**config.mk**
```make
export PLATFORM = sky130hd
export DESIGN_NAME = eirq_ctrl
export DESIGN_NICKNAME = d
export VERILOG_FILES = /design/src/hdl/eirq_pkg.sv /design/src/hdl/eirq_ctrl.sv
export SDC_FILE = /design/constraint.sdc
export NUM_CORES = 1
export LEC_CHECK = 0
export BUFFER_PORTS_ARGS = -buffer_cell sky130_fd_sc_hd__buf_2
export CAP_MARGIN = 10
export CORE_ASPECT_RATIO = 1.1
export CORE_MARGIN = 1.5
export CORE_UTILIZATION = 54
export DETAILED_ROUTE_END_ITERATION = 12
export PLACE_DENSITY = 0.77
export SLEW_MARGIN = 20
export SYNTH_ARGS = -nofsm -noshare
export SYNTH_HDL_FRONTEND = slang
export SYNTH_SLANG_ARGS = --single-unit
```
**constraint.sdc**
```tcl
create_clock -name core_clk -period 3.3 [get_ports core_clk]
set_clock_uncertainty 0.05 [all_clocks]
set_input_delay 0.66 -clock core_clk [delete_from_list [all_inputs] [get_ports core_clk]]
set_output_delay 0.66 -clock core_clk [all_outputs]
set_load 0.005 [all_outputs]
```
**src/hdl/eirq_pkg.sv**
```systemverilog
// Package of constants and types for the external request logic.
package eirq_pkg;
   localparam int          NUM_LINES      = 8;
   localparam int          ADDR_W         = 5;
   localparam int          DATA_W         = 32;
   // Register byte offsets.
   localparam logic [4:0]  OFS_FLAG       = 5'h00;
   localparam logic [4:0]  OFS_PIN_SEL    = 5'h04;
   localparam logic [4:0]  OFS_WAKE       = 5'h08;
   localparam logic [4:0]  OFS_SENSE      = 5'h0C;
   localparam logic [4:0]  OFS_ENABLE     = 5'h10;
   localparam logic [4:0]  OFS_PRIO_A     = 5'h14;
   localparam logic [4:0]  OFS_PRIO_B     = 5'h18;
   localparam logic [4:0]  OFS_CTRL       = 5'h1C;
   // Reset values.
   localparam logic [7:0]  RST_FLAG       = 8'h00;
   localparam logic [7:0]  RST_PIN_SEL    = 8'h00;
   localparam logic [7:0]  RST_WAKE       = 8'h07;
   localparam logic [15:0] RST_SENSE      = 16'h0000;
   localparam logic [7:0]  RST_ENABLE     = 8'h00;
   localparam logic [15:0] RST_PRIO       = 16'h7777;
   // Field positions and widths.
   localparam int          CTRL_NMI_EDGE  = 3;
   localparam int          PRIO_W         = 3;
   localparam int          PRIO_STEP      = 4;
   // Sense-control encodings.
   localparam logic [1:0]  SENSE_LOW      = 2'h0;
   localparam logic [1:0]  SENSE_FALL     = 2'h1;
   localparam logic [1:0]  SENSE_RISE     = 2'h2;
   localparam logic [1:0]  SENSE_BOTH     = 2'h3;
   // Oscillator settling time and its cycle count (rounded up).
   localparam int          CLK_MHZ        = 200;
   localparam int          OSC_SETTLE_NS  = 10000;
   localparam int          SETTLE_CYC     =
      (OSC_SETTLE_NS * CLK_MHZ + 999) / 1000;

   typedef struct packed {
      logic                read;
      logic                write;
      logic [ADDR_W-1:0]   address;
      logic [DATA_W-1:0]   writedata;
      logic [3:0]          byteenable;
   } eirq_bus_req_t;

   typedef struct packed {
      logic                take;
      logic [2:0]          line;
   } eirq_line_evt_t;
endpackage

```
**src/hdl/eirq_ctrl.sv**
```systemverilog
// External request logic: eight maskable lines and one nonmaskable line.
//
// Local design decisions: the Avalon-MM interface to the registers and the register offsets.
`timescale 1ns/1ps
module eirq_ctrl #(
   parameter int SETTLE_CYCLES = eirq_pkg::SETTLE_CYC
) (
   input  wire  logic                      core_clk,
   input  wire  logic                      resetn,
   input  wire  eirq_pkg::eirq_bus_req_t   avs_req,
   output logic [eirq_pkg::DATA_W-1:0]     avs_readdata,
   output logic                            avs_waitrequest,
   input  wire  logic [7:0]                primary_pin,
   input  wire  logic [7:0]                port4_pin,
   input  wire  logic                      nmi_pin,
   input  wire  logic                      standby,
   input  wire  eirq_pkg::eirq_line_evt_t  exc_evt,
   input  wire  eirq_pkg::eirq_line_evt_t  xfer_evt,
   input  wire  logic                      xfer_disable_sel,
   output logic [7:0]                      irq_req,
   output logic [23:0]                     irq_priority,
   output logic                            nmi_req,
   output logic                            standby_exit
);
   import eirq_pkg::*;

   localparam logic [11:0] SETTLE_LAST = 12'(SETTLE_CYCLES - 1);

   function automatic logic hit(input logic [ADDR_W-1:0] a,
                                input logic [4:0]        ofs);
      hit = (a[4:2] == ofs[4:2]);
   endfunction

   logic [7:0]  line_request_flag;
   logic [7:0]  line_pin_choice;
   logic [7:0]  line_wake_enable;
   logic [15:0] sense_control_low;
   logic [7:0]  line_enable_register;
   logic [15:0] prio_a;
   logic [15:0] prio_b;
   logic        nonmaskable_edge_select;
   logic [7:0]  clear_armed, sw_clear;
   logic [7:0]  pri_s1, pri_s2, alt_s1, alt_s2;
   logic        nmi_s1, nmi_s2, nmi_prev;
   logic [7:0]  sel_prev, sel_now, detect, hw_clear;
   logic        nmi_edge, settling;
   logic [11:0] settle_cnt, wake_age;
   logic        acc_done, wr_done, rd_done;
   logic [DATA_W-1:0] next_readdata;
   logic [PRIO_W-1:0] irq_prio_w [NUM_LINES];

   // Bus slave: one wait state, request completes on the edge where
   // waitrequest is sampled low.
   assign acc_done = (avs_req.read | avs_req.write) & ~avs_waitrequest;
   assign wr_done  = acc_done & avs_req.write;
   assign rd_done  = acc_done & avs_req.read;

   always_ff @(posedge core_clk or negedge resetn) begin
      if (!resetn) begin
         avs_waitrequest <= 1'b1;
      end else if ((avs_req.read | avs_req.write) & avs_waitrequest) begin
         avs_waitrequest <= 1'b0;
      end else begin
         avs_waitrequest <= 1'b1;
      end
   end

   always_comb begin
      next_readdata = '0;
      if (hit(avs_req.address, OFS_FLAG)) begin
         next_readdata[7:0] = line_request_flag;
      end else if (hit(avs_req.address, OFS_PIN_SEL)) begin
         next_readdata[7:0] = line_pin_choice;
      end else if (hit(avs_req.address, OFS_WAKE)) begin
         next_readdata[7:0] = line_wake_enable;
      end else if (hit(avs_req.address, OFS_SENSE)) begin
         next_readdata[15:0] = sense_control_low;
      end else if (hit(avs_req.address, OFS_ENABLE)) begin
         next_readdata[7:0] = line_enable_register;
      end else if (hit(avs_req.address, OFS_PRIO_A)) begin
         next_readdata[15:0] = prio_a;
      end else if (hit(avs_req.address, OFS_PRIO_B)) begin
         next_readdata[15:0] = prio_b;
      end else if (hit(avs_req.address, OFS_CTRL)) begin
         next_readdata[CTRL_NMI_EDGE] = nonmaskable_edge_select;
      end
   end

   // Read data is loaded with the wait state, so it stands at completion.
   always_ff @(posedge core_clk or negedge resetn) begin
      if (!resetn) begin
         avs_readdata <= '0;
      end else if (avs_req.read & avs_waitrequest) begin
         avs_readdata <= next_readdata;
      end
   end

   // Plain control registers; writes to bytes above each register's width are discarded.
   always_ff @(posedge core_clk or negedge resetn) begin
      if (!resetn) begin
         line_pin_choice         <= RST_PIN_SEL;
         line_wake_enable        <= RST_WAKE;
         sense_control_low       <= RST_SENSE;
         line_enable_register    <= RST_ENABLE;
         prio_a                  <= RST_PRIO;
         prio_b                  <= RST_PRIO;
         nonmaskable_edge_select <= 1'b0;
      end else if (wr_done) begin
         if (avs_req.byteenable[0]) begin
            if (hit(avs_req.address, OFS_PIN_SEL))
               line_pin_choice <= avs_req.writedata[7:0];
            if (hit(avs_req.address, OFS_WAKE))
               line_wake_enable <= avs_req.writedata[7:0];
            if (hit(avs_req.address, OFS_ENABLE))
               line_enable_register <= avs_req.writedata[7:0];
            if (hit(avs_req.address, OFS_SENSE))
               sense_control_low[7:0] <= avs_req.writedata[7:0];
            if (hit(avs_req.address, OFS_PRIO_A))
               prio_a[7:0] <= avs_req.writedata[7:0];
            if (hit(avs_req.address, OFS_PRIO_B))
               prio_b[7:0] <= avs_req.writedata[7:0];
            if (hit(avs_req.address, OFS_CTRL))
               nonmaskable_edge_select <=
                  avs_req.writedata[CTRL_NMI_EDGE];
         end
         if (avs_req.byteenable[1]) begin
            if (hit(avs_req.address, OFS_SENSE))
               sense_control_low[15:8] <= avs_req.writedata[15:8];
            if (hit(avs_req.address, OFS_PRIO_A))
               prio_a[15:8] <= avs_req.writedata[15:8];
            if (hit(avs_req.address, OFS_PRIO_B))
               prio_b[15:8] <= avs_req.writedata[15:8];
         end
      end
   end

   // Both candidates are synchronised, so the choice steers clean levels.
   always_ff @(posedge core_clk or negedge resetn) begin
      if (!resetn) begin
         pri_s1 <= 8'hFF;
         pri_s2 <= 8'hFF;
         alt_s1 <= 8'hFF;
         alt_s2 <= 8'hFF;
         nmi_s1 <= 1'b1;
         nmi_s2 <= 1'b1;
         nmi_prev <= 1'b1;
         sel_prev <= 8'hFF;
      end else begin
         pri_s1 <= primary_pin;
         pri_s2 <= pri_s1;
         alt_s1 <= port4_pin;
         alt_s2 <= alt_s1;
         nmi_s1 <= nmi_pin;
         nmi_s2 <= nmi_s1;
         nmi_prev <= nmi_s2;
         sel_prev <= sel_now;
      end
   end

   genvar gi;
   generate
      for (gi = 0; gi < NUM_LINES; gi++) begin : g_line
         logic [1:0] sense;
         logic       cond;
         assign sense = sense_control_low[2*gi+1 -: 2];
         assign sel_now[gi] = line_pin_choice[gi] ? alt_s2[gi]
                                                   : pri_s2[gi];
         always_comb begin
            case (sense)
               SENSE_LOW:  cond = ~sel_now[gi];
               SENSE_FALL: cond = sel_prev[gi] & ~sel_now[gi];
               SENSE_RISE: cond = ~sel_prev[gi] & sel_now[gi];
               SENSE_BOTH: cond = sel_prev[gi] ^ sel_now[gi];
               default:    cond = 1'b0;
            endcase
         end
         // Standby gates sampling unless the line may wake.
         assign detect[gi] = cond & (~standby | line_wake_enable[gi]);
         assign hw_clear[gi] =
            (exc_evt.take & (exc_evt.line == 3'(gi)) &
             ((sense != SENSE_LOW) | sel_now[gi])) |
            (xfer_evt.take & (xfer_evt.line == 3'(gi)) &
             ~xfer_disable_sel);
         assign irq_prio_w[gi] = (gi < 4) ?
            prio_a[15 - PRIO_STEP*gi - 1 -: PRIO_W] :
            prio_b[15 - PRIO_STEP*(gi-4) - 1 -: PRIO_W];
      end
   endgenerate

   // Only a 0 written over a bit that was read as 1 clears it.
   assign sw_clear = (wr_done & avs_req.byteenable[0] &
                      hit(avs_req.address, OFS_FLAG)) ?
                     (clear_armed & ~avs_req.writedata[7:0]) : 8'h00;

   always_ff @(posedge core_clk or negedge resetn) begin
      if (!resetn) begin
         clear_armed <= 8'h00;
      end else if (rd_done & hit(avs_req.address, OFS_FLAG)) begin
         clear_armed <= clear_armed | avs_readdata[7:0];
      end else if (wr_done & hit(avs_req.address, OFS_FLAG)) begin
         clear_armed <= 8'h00;
      end
   end

   // A detection in the clearing cycle wins, so no event is lost.
   always_ff @(posedge core_clk or negedge resetn) begin
      if (!resetn) begin
         line_request_flag <= RST_FLAG;
      end else begin
         line_request_flag <= detect |
            (line_request_flag & ~(sw_clear | hw_clear));
      end
   end

   always_ff @(posedge core_clk or negedge resetn) begin
      if (!resetn) begin
         irq_req      <= 8'h00;
         irq_priority <= '0;
      end else begin
         irq_req <= line_request_flag & line_enable_register;
         for (int i = 0; i < NUM_LINES; i++) begin
            irq_priority[PRIO_W*i +: PRIO_W] <= irq_prio_w[i];
         end
      end
   end

   // Nonmaskable edge: 1 selects rising, 0 falling; never gated.
   assign nmi_edge = nonmaskable_edge_select ? (~nmi_prev & nmi_s2)
                                             : (nmi_prev & ~nmi_s2);

   always_ff @(posedge core_clk or negedge resetn) begin
      if (!resetn) begin
         nmi_req <= 1'b0;
      end else begin
         nmi_req <= nmi_edge;
      end
   end

   // Wake: settling counter starts on the first qualifying request and
   // is abandoned if standby is left by other means.
   always_ff @(posedge core_clk or negedge resetn) begin
      if (!resetn) begin
         settling     <= 1'b0;
         settle_cnt   <= '0;
         standby_exit <= 1'b0;
      end else begin
         standby_exit <= 1'b0;
         if (!standby) begin
            settling   <= 1'b0;
            settle_cnt <= '0;
         end else if (settling) begin
            if (settle_cnt == SETTLE_LAST) begin
               settling     <= 1'b0;
               standby_exit <= 1'b1;
            end else begin
               settle_cnt <= settle_cnt + 12'h001;
            end
         end else if ((|detect) | nmi_edge) begin
            settling   <= 1'b1;
            settle_cnt <= '0;
         end
      end
   end

   // Edges since the wake request, kept apart from the settling counter.
   always_ff @(posedge core_clk or negedge resetn) begin
      if (!resetn) begin
         wake_age <= '0;
      end else if (standby & (wake_age != 12'h000) & ~standby_exit) begin
         wake_age <= wake_age + 12'h001;
      end else begin
         wake_age <= {11'h000, standby & ((|detect) | nmi_edge)};
      end
   end
endmodule

```
==> metrics.yaml <==
clocking:
  cts_tree: "yes"
  clockBufferDepth: 2
  postCtsHoldBufs: 0
  htreeDepth: 4
  clockRootBuffer: "clkbuf_16"
  cts_setup_buffers: 0
  clock_latency_ps: 440
  clkSinkCount: 196
  clkTransAtPathRegs_ps: 70
  ctsResizeCount: 0
  cts_made_buffers: 17
place:
  dp_hpwl_um: 14390
  dpl_cell_area_sq_mm: 0.009200
  post-place-cells: 994
  gp_congestion: 0.9150
  port_buffers: 102
cells_and_area:
  diodes: 0
  regArea_sq_mm: 0.004994
  final_cells: 1026
  drive_gt1_share_pct: 36.51
  final_cell_mix: "125 x dfrtp_1, 101 x buf_2, 73 x mux2_2"
  n_fill_cell: 1183
  multi_input_area_sq_mm: 0.003226
  area_delta_synth_final_pct: 14.97
  final_common_cell: "dfrtp_1"
  final_cell_area_sq_mm: 0.009779
  nets: 906
setup_path:
  arrival_ps: 3120
  crit_path_max_fanout: 6
  crit_required_ps: 3590
  crit_path_start_kind: "register"
  critPathCaptureType: "register"
  criticalPathCategory: "reg -> reg"
route:
  drt-wirelength-per-cell_um: 19.78
  num_vias: 6114
  drtIter0Drc: 674
  via_per_inst: 5.959
  routed_wl_um: 20300
  dr.pass1.iters: 6
  ant_nets: 0
  drc_errors: 0
sta:
  timing.fmax_ghz: 0.3541
  finalSetupViolCount: 0
  final_max_slew_viol_count: 0
  tightest_slew_ps: 915.6
  relSlewSlack_pct: 38.63
  fin_crit_ps: 2824
  hold_viol_final: 0
  rsz0062_at_grt: "false"
  fin_crit_sh_pct: 85.58
  tns_ps: 0
logic_synthesis:
  synth_top_area_share_pct: 36.78
  syn_inst: 708
  syn_avg_cell_area_sq_um: 12.01
  yosys.area.top_type: "dfrtp_1"
  ys_seq_area_share_pct: 58.71
  synth-edff-count: 0
  yosys_warnings: 0
  netlist_area_sq_mm: 0.008506
  synth.area.top_cells: "dfrtp_1 37%, dfstp_2 22%, mux2_2 9.7%"
  ys.flop_type: "dfrtp_1"
  ys_types: 62
  async_reset_ff_share_pct: 100.0
  synth_seq_cells: 196
pwr:
  powerDensity_mw_per_mm2: 643.9
  switching_power_w: 0.001813
  cell_internal_pwr_w: 0.004484
  p_sw_share_pct: 28.80
  pwr-share-clk_pct: 31.8
  combPwrFrac_pct: 16.9
  ir_worst_vdd_mv: 0.4328
  pwr-share-seq_pct: 51.2
  leakage_nw: 4.505
global_route:
  grt_pass1_wl_um: 32190
  grt_max_degree: 80
  grt_pass1_vias: 6092
  antenna_found_initial: 0
  grt_util_all_layers_pct: 25.97
  grt.overflow.total: 0
die:
  start_util_pct: 55.84
  die_w_um: 122.7
  dieArea_sq_mm: 0.01651
  io_pins: 139
  rows: 47
  die_h_um: 134.6
  core_area_sq_mm: 0.01523
job:
  maxCapViolations: 0
run_status:
  status: "finished, final reports clean"
min_path:
  hp-class: "in -> async"
==> cell type report <==
| cell class | count | share of cell area (%) |
|---|---|---|
| multi-input cells | 457 | 32.98 |
| clock inverters | 12 | 0.9212 |
| clock buffers | 20 | 5.003 |
| flip-flops and latches | 196 | 51.06 |
| repair buffers | 114 | 6.333 |
| inverters | 31 | 1.190 |
| well taps | 196 | 2.508 |
==> worst paths after layout <==
kind	from	to	slack, ps	depth (start not counted)
min in group core_clk	port4_pin[5]	alt_s1[5]	260	1
max in group asynchronous	resetn	pri_s2[4]	2140	2
setup / recovery	line_pin_choice[0]	settle_cnt[6]	480	9
hold / removal	resetn	settle_cnt[9]	200	1
hold reg to reg	pri_s1[2]	pri_s2[2]	300	0
setup reg to reg	line_pin_choice[0]	settle_cnt[6]	480	9
==> critical path, stage by stage, from the launching register on <==
cell and delay (ps):
dfrtp_1 420, mux2i_1 440, clkinv_1 210, ha_1 310, and2_1 110, o21ai_0 120, a32oi_1 230, nand4_1 190
or2_1 380, a221oi_2 280
==> per-layer routing <==
| metal | vias to the layer above | wire [um] | GRT usage [%] |
|---|---|---|---|
| li1 | 2726 | - | - |
| met1 | 3065 | 8476 | 36.34 |
| met2 | 280 | 9726 | 39.94 |
| met3 | 43 | 1588 | 6.250 |
| met4 | 0 | 505 | 8.786 |
| met5 | - | 0 | 0 |
==> flip-flops by register name, summed over array words and instances (netlist names), 12 cells and up <==
signal	cells
irq_priority	24
prio_a	16
sense_control_low	16
avs_readdata	16
prio_b	16
settle_cnt	12
==> power by group through the flow <==
| stage | registers (W) | logic (W) | clock network [W] |
|---|---|---|---|
| 5_1_grt | 0.00328 | 0.00118 | 0.00214 |
| 4_1_cts | 0.00322 | 0.00106 | 0.00204 |
| 6_report | 0.00323 | 0.00107 | 0.00200 |
| 2_1_floorplan | 0.00316 | 0.000650 | 0 |
| 3_3_place_gp | 0.00323 | 0.00101 | 0 |
| 3_5_place_dp | 0.00325 | 0.00105 | 0 |
==> cell usage after synthesis, drive strengths merged (4+ instances only) <==
cell / n
a21oi: 52
mux2i: 11
a21o: 5
and3: 5
nor2b: 14
dfstp: 71
dfrtp: 125
nand3b: 11
a22oi: 8
nor4b: 4
nor3: 20
o221ai: 6
o22ai: 4
clkbuf: 11
inv: 30
nor2: 46
nand2b: 6
o211ai: 4
o31ai: 5
buf: 28
nand2: 40
o311ai: 5
nand3: 6
o21ai: 39
a22o: 13
mux2: 74
and2: 11
ha: 17
==> kinds of logic after synthesis <==
group	count (synthesis)	synth area share [%]
other cells	1	0.04409
simple gates	177	10.99
mux	87	11.67
buf+inv	70	4.030
compound gates	159	11.96
fa+ha+maj	17	2.501
flops	196	58.71
xor+xnor	1	0.1030
==> through the flow <==
stage	power [W]	setup slack (ps)	hold WS (ps)	util, %
global route	0.006599	371.5	241.5	64.21
global placement	0.004234	660.6	295.5	60.40
floorplan	0.003811	1022	295.2	-
finish	0.006297	475.8	198.8	64.21
detailed placement	0.004303	562.5	296.8	60.40
CTS	0.006315	540.5	218.5	64.21
Note: power is estimated with default switching activity, not from simulation.
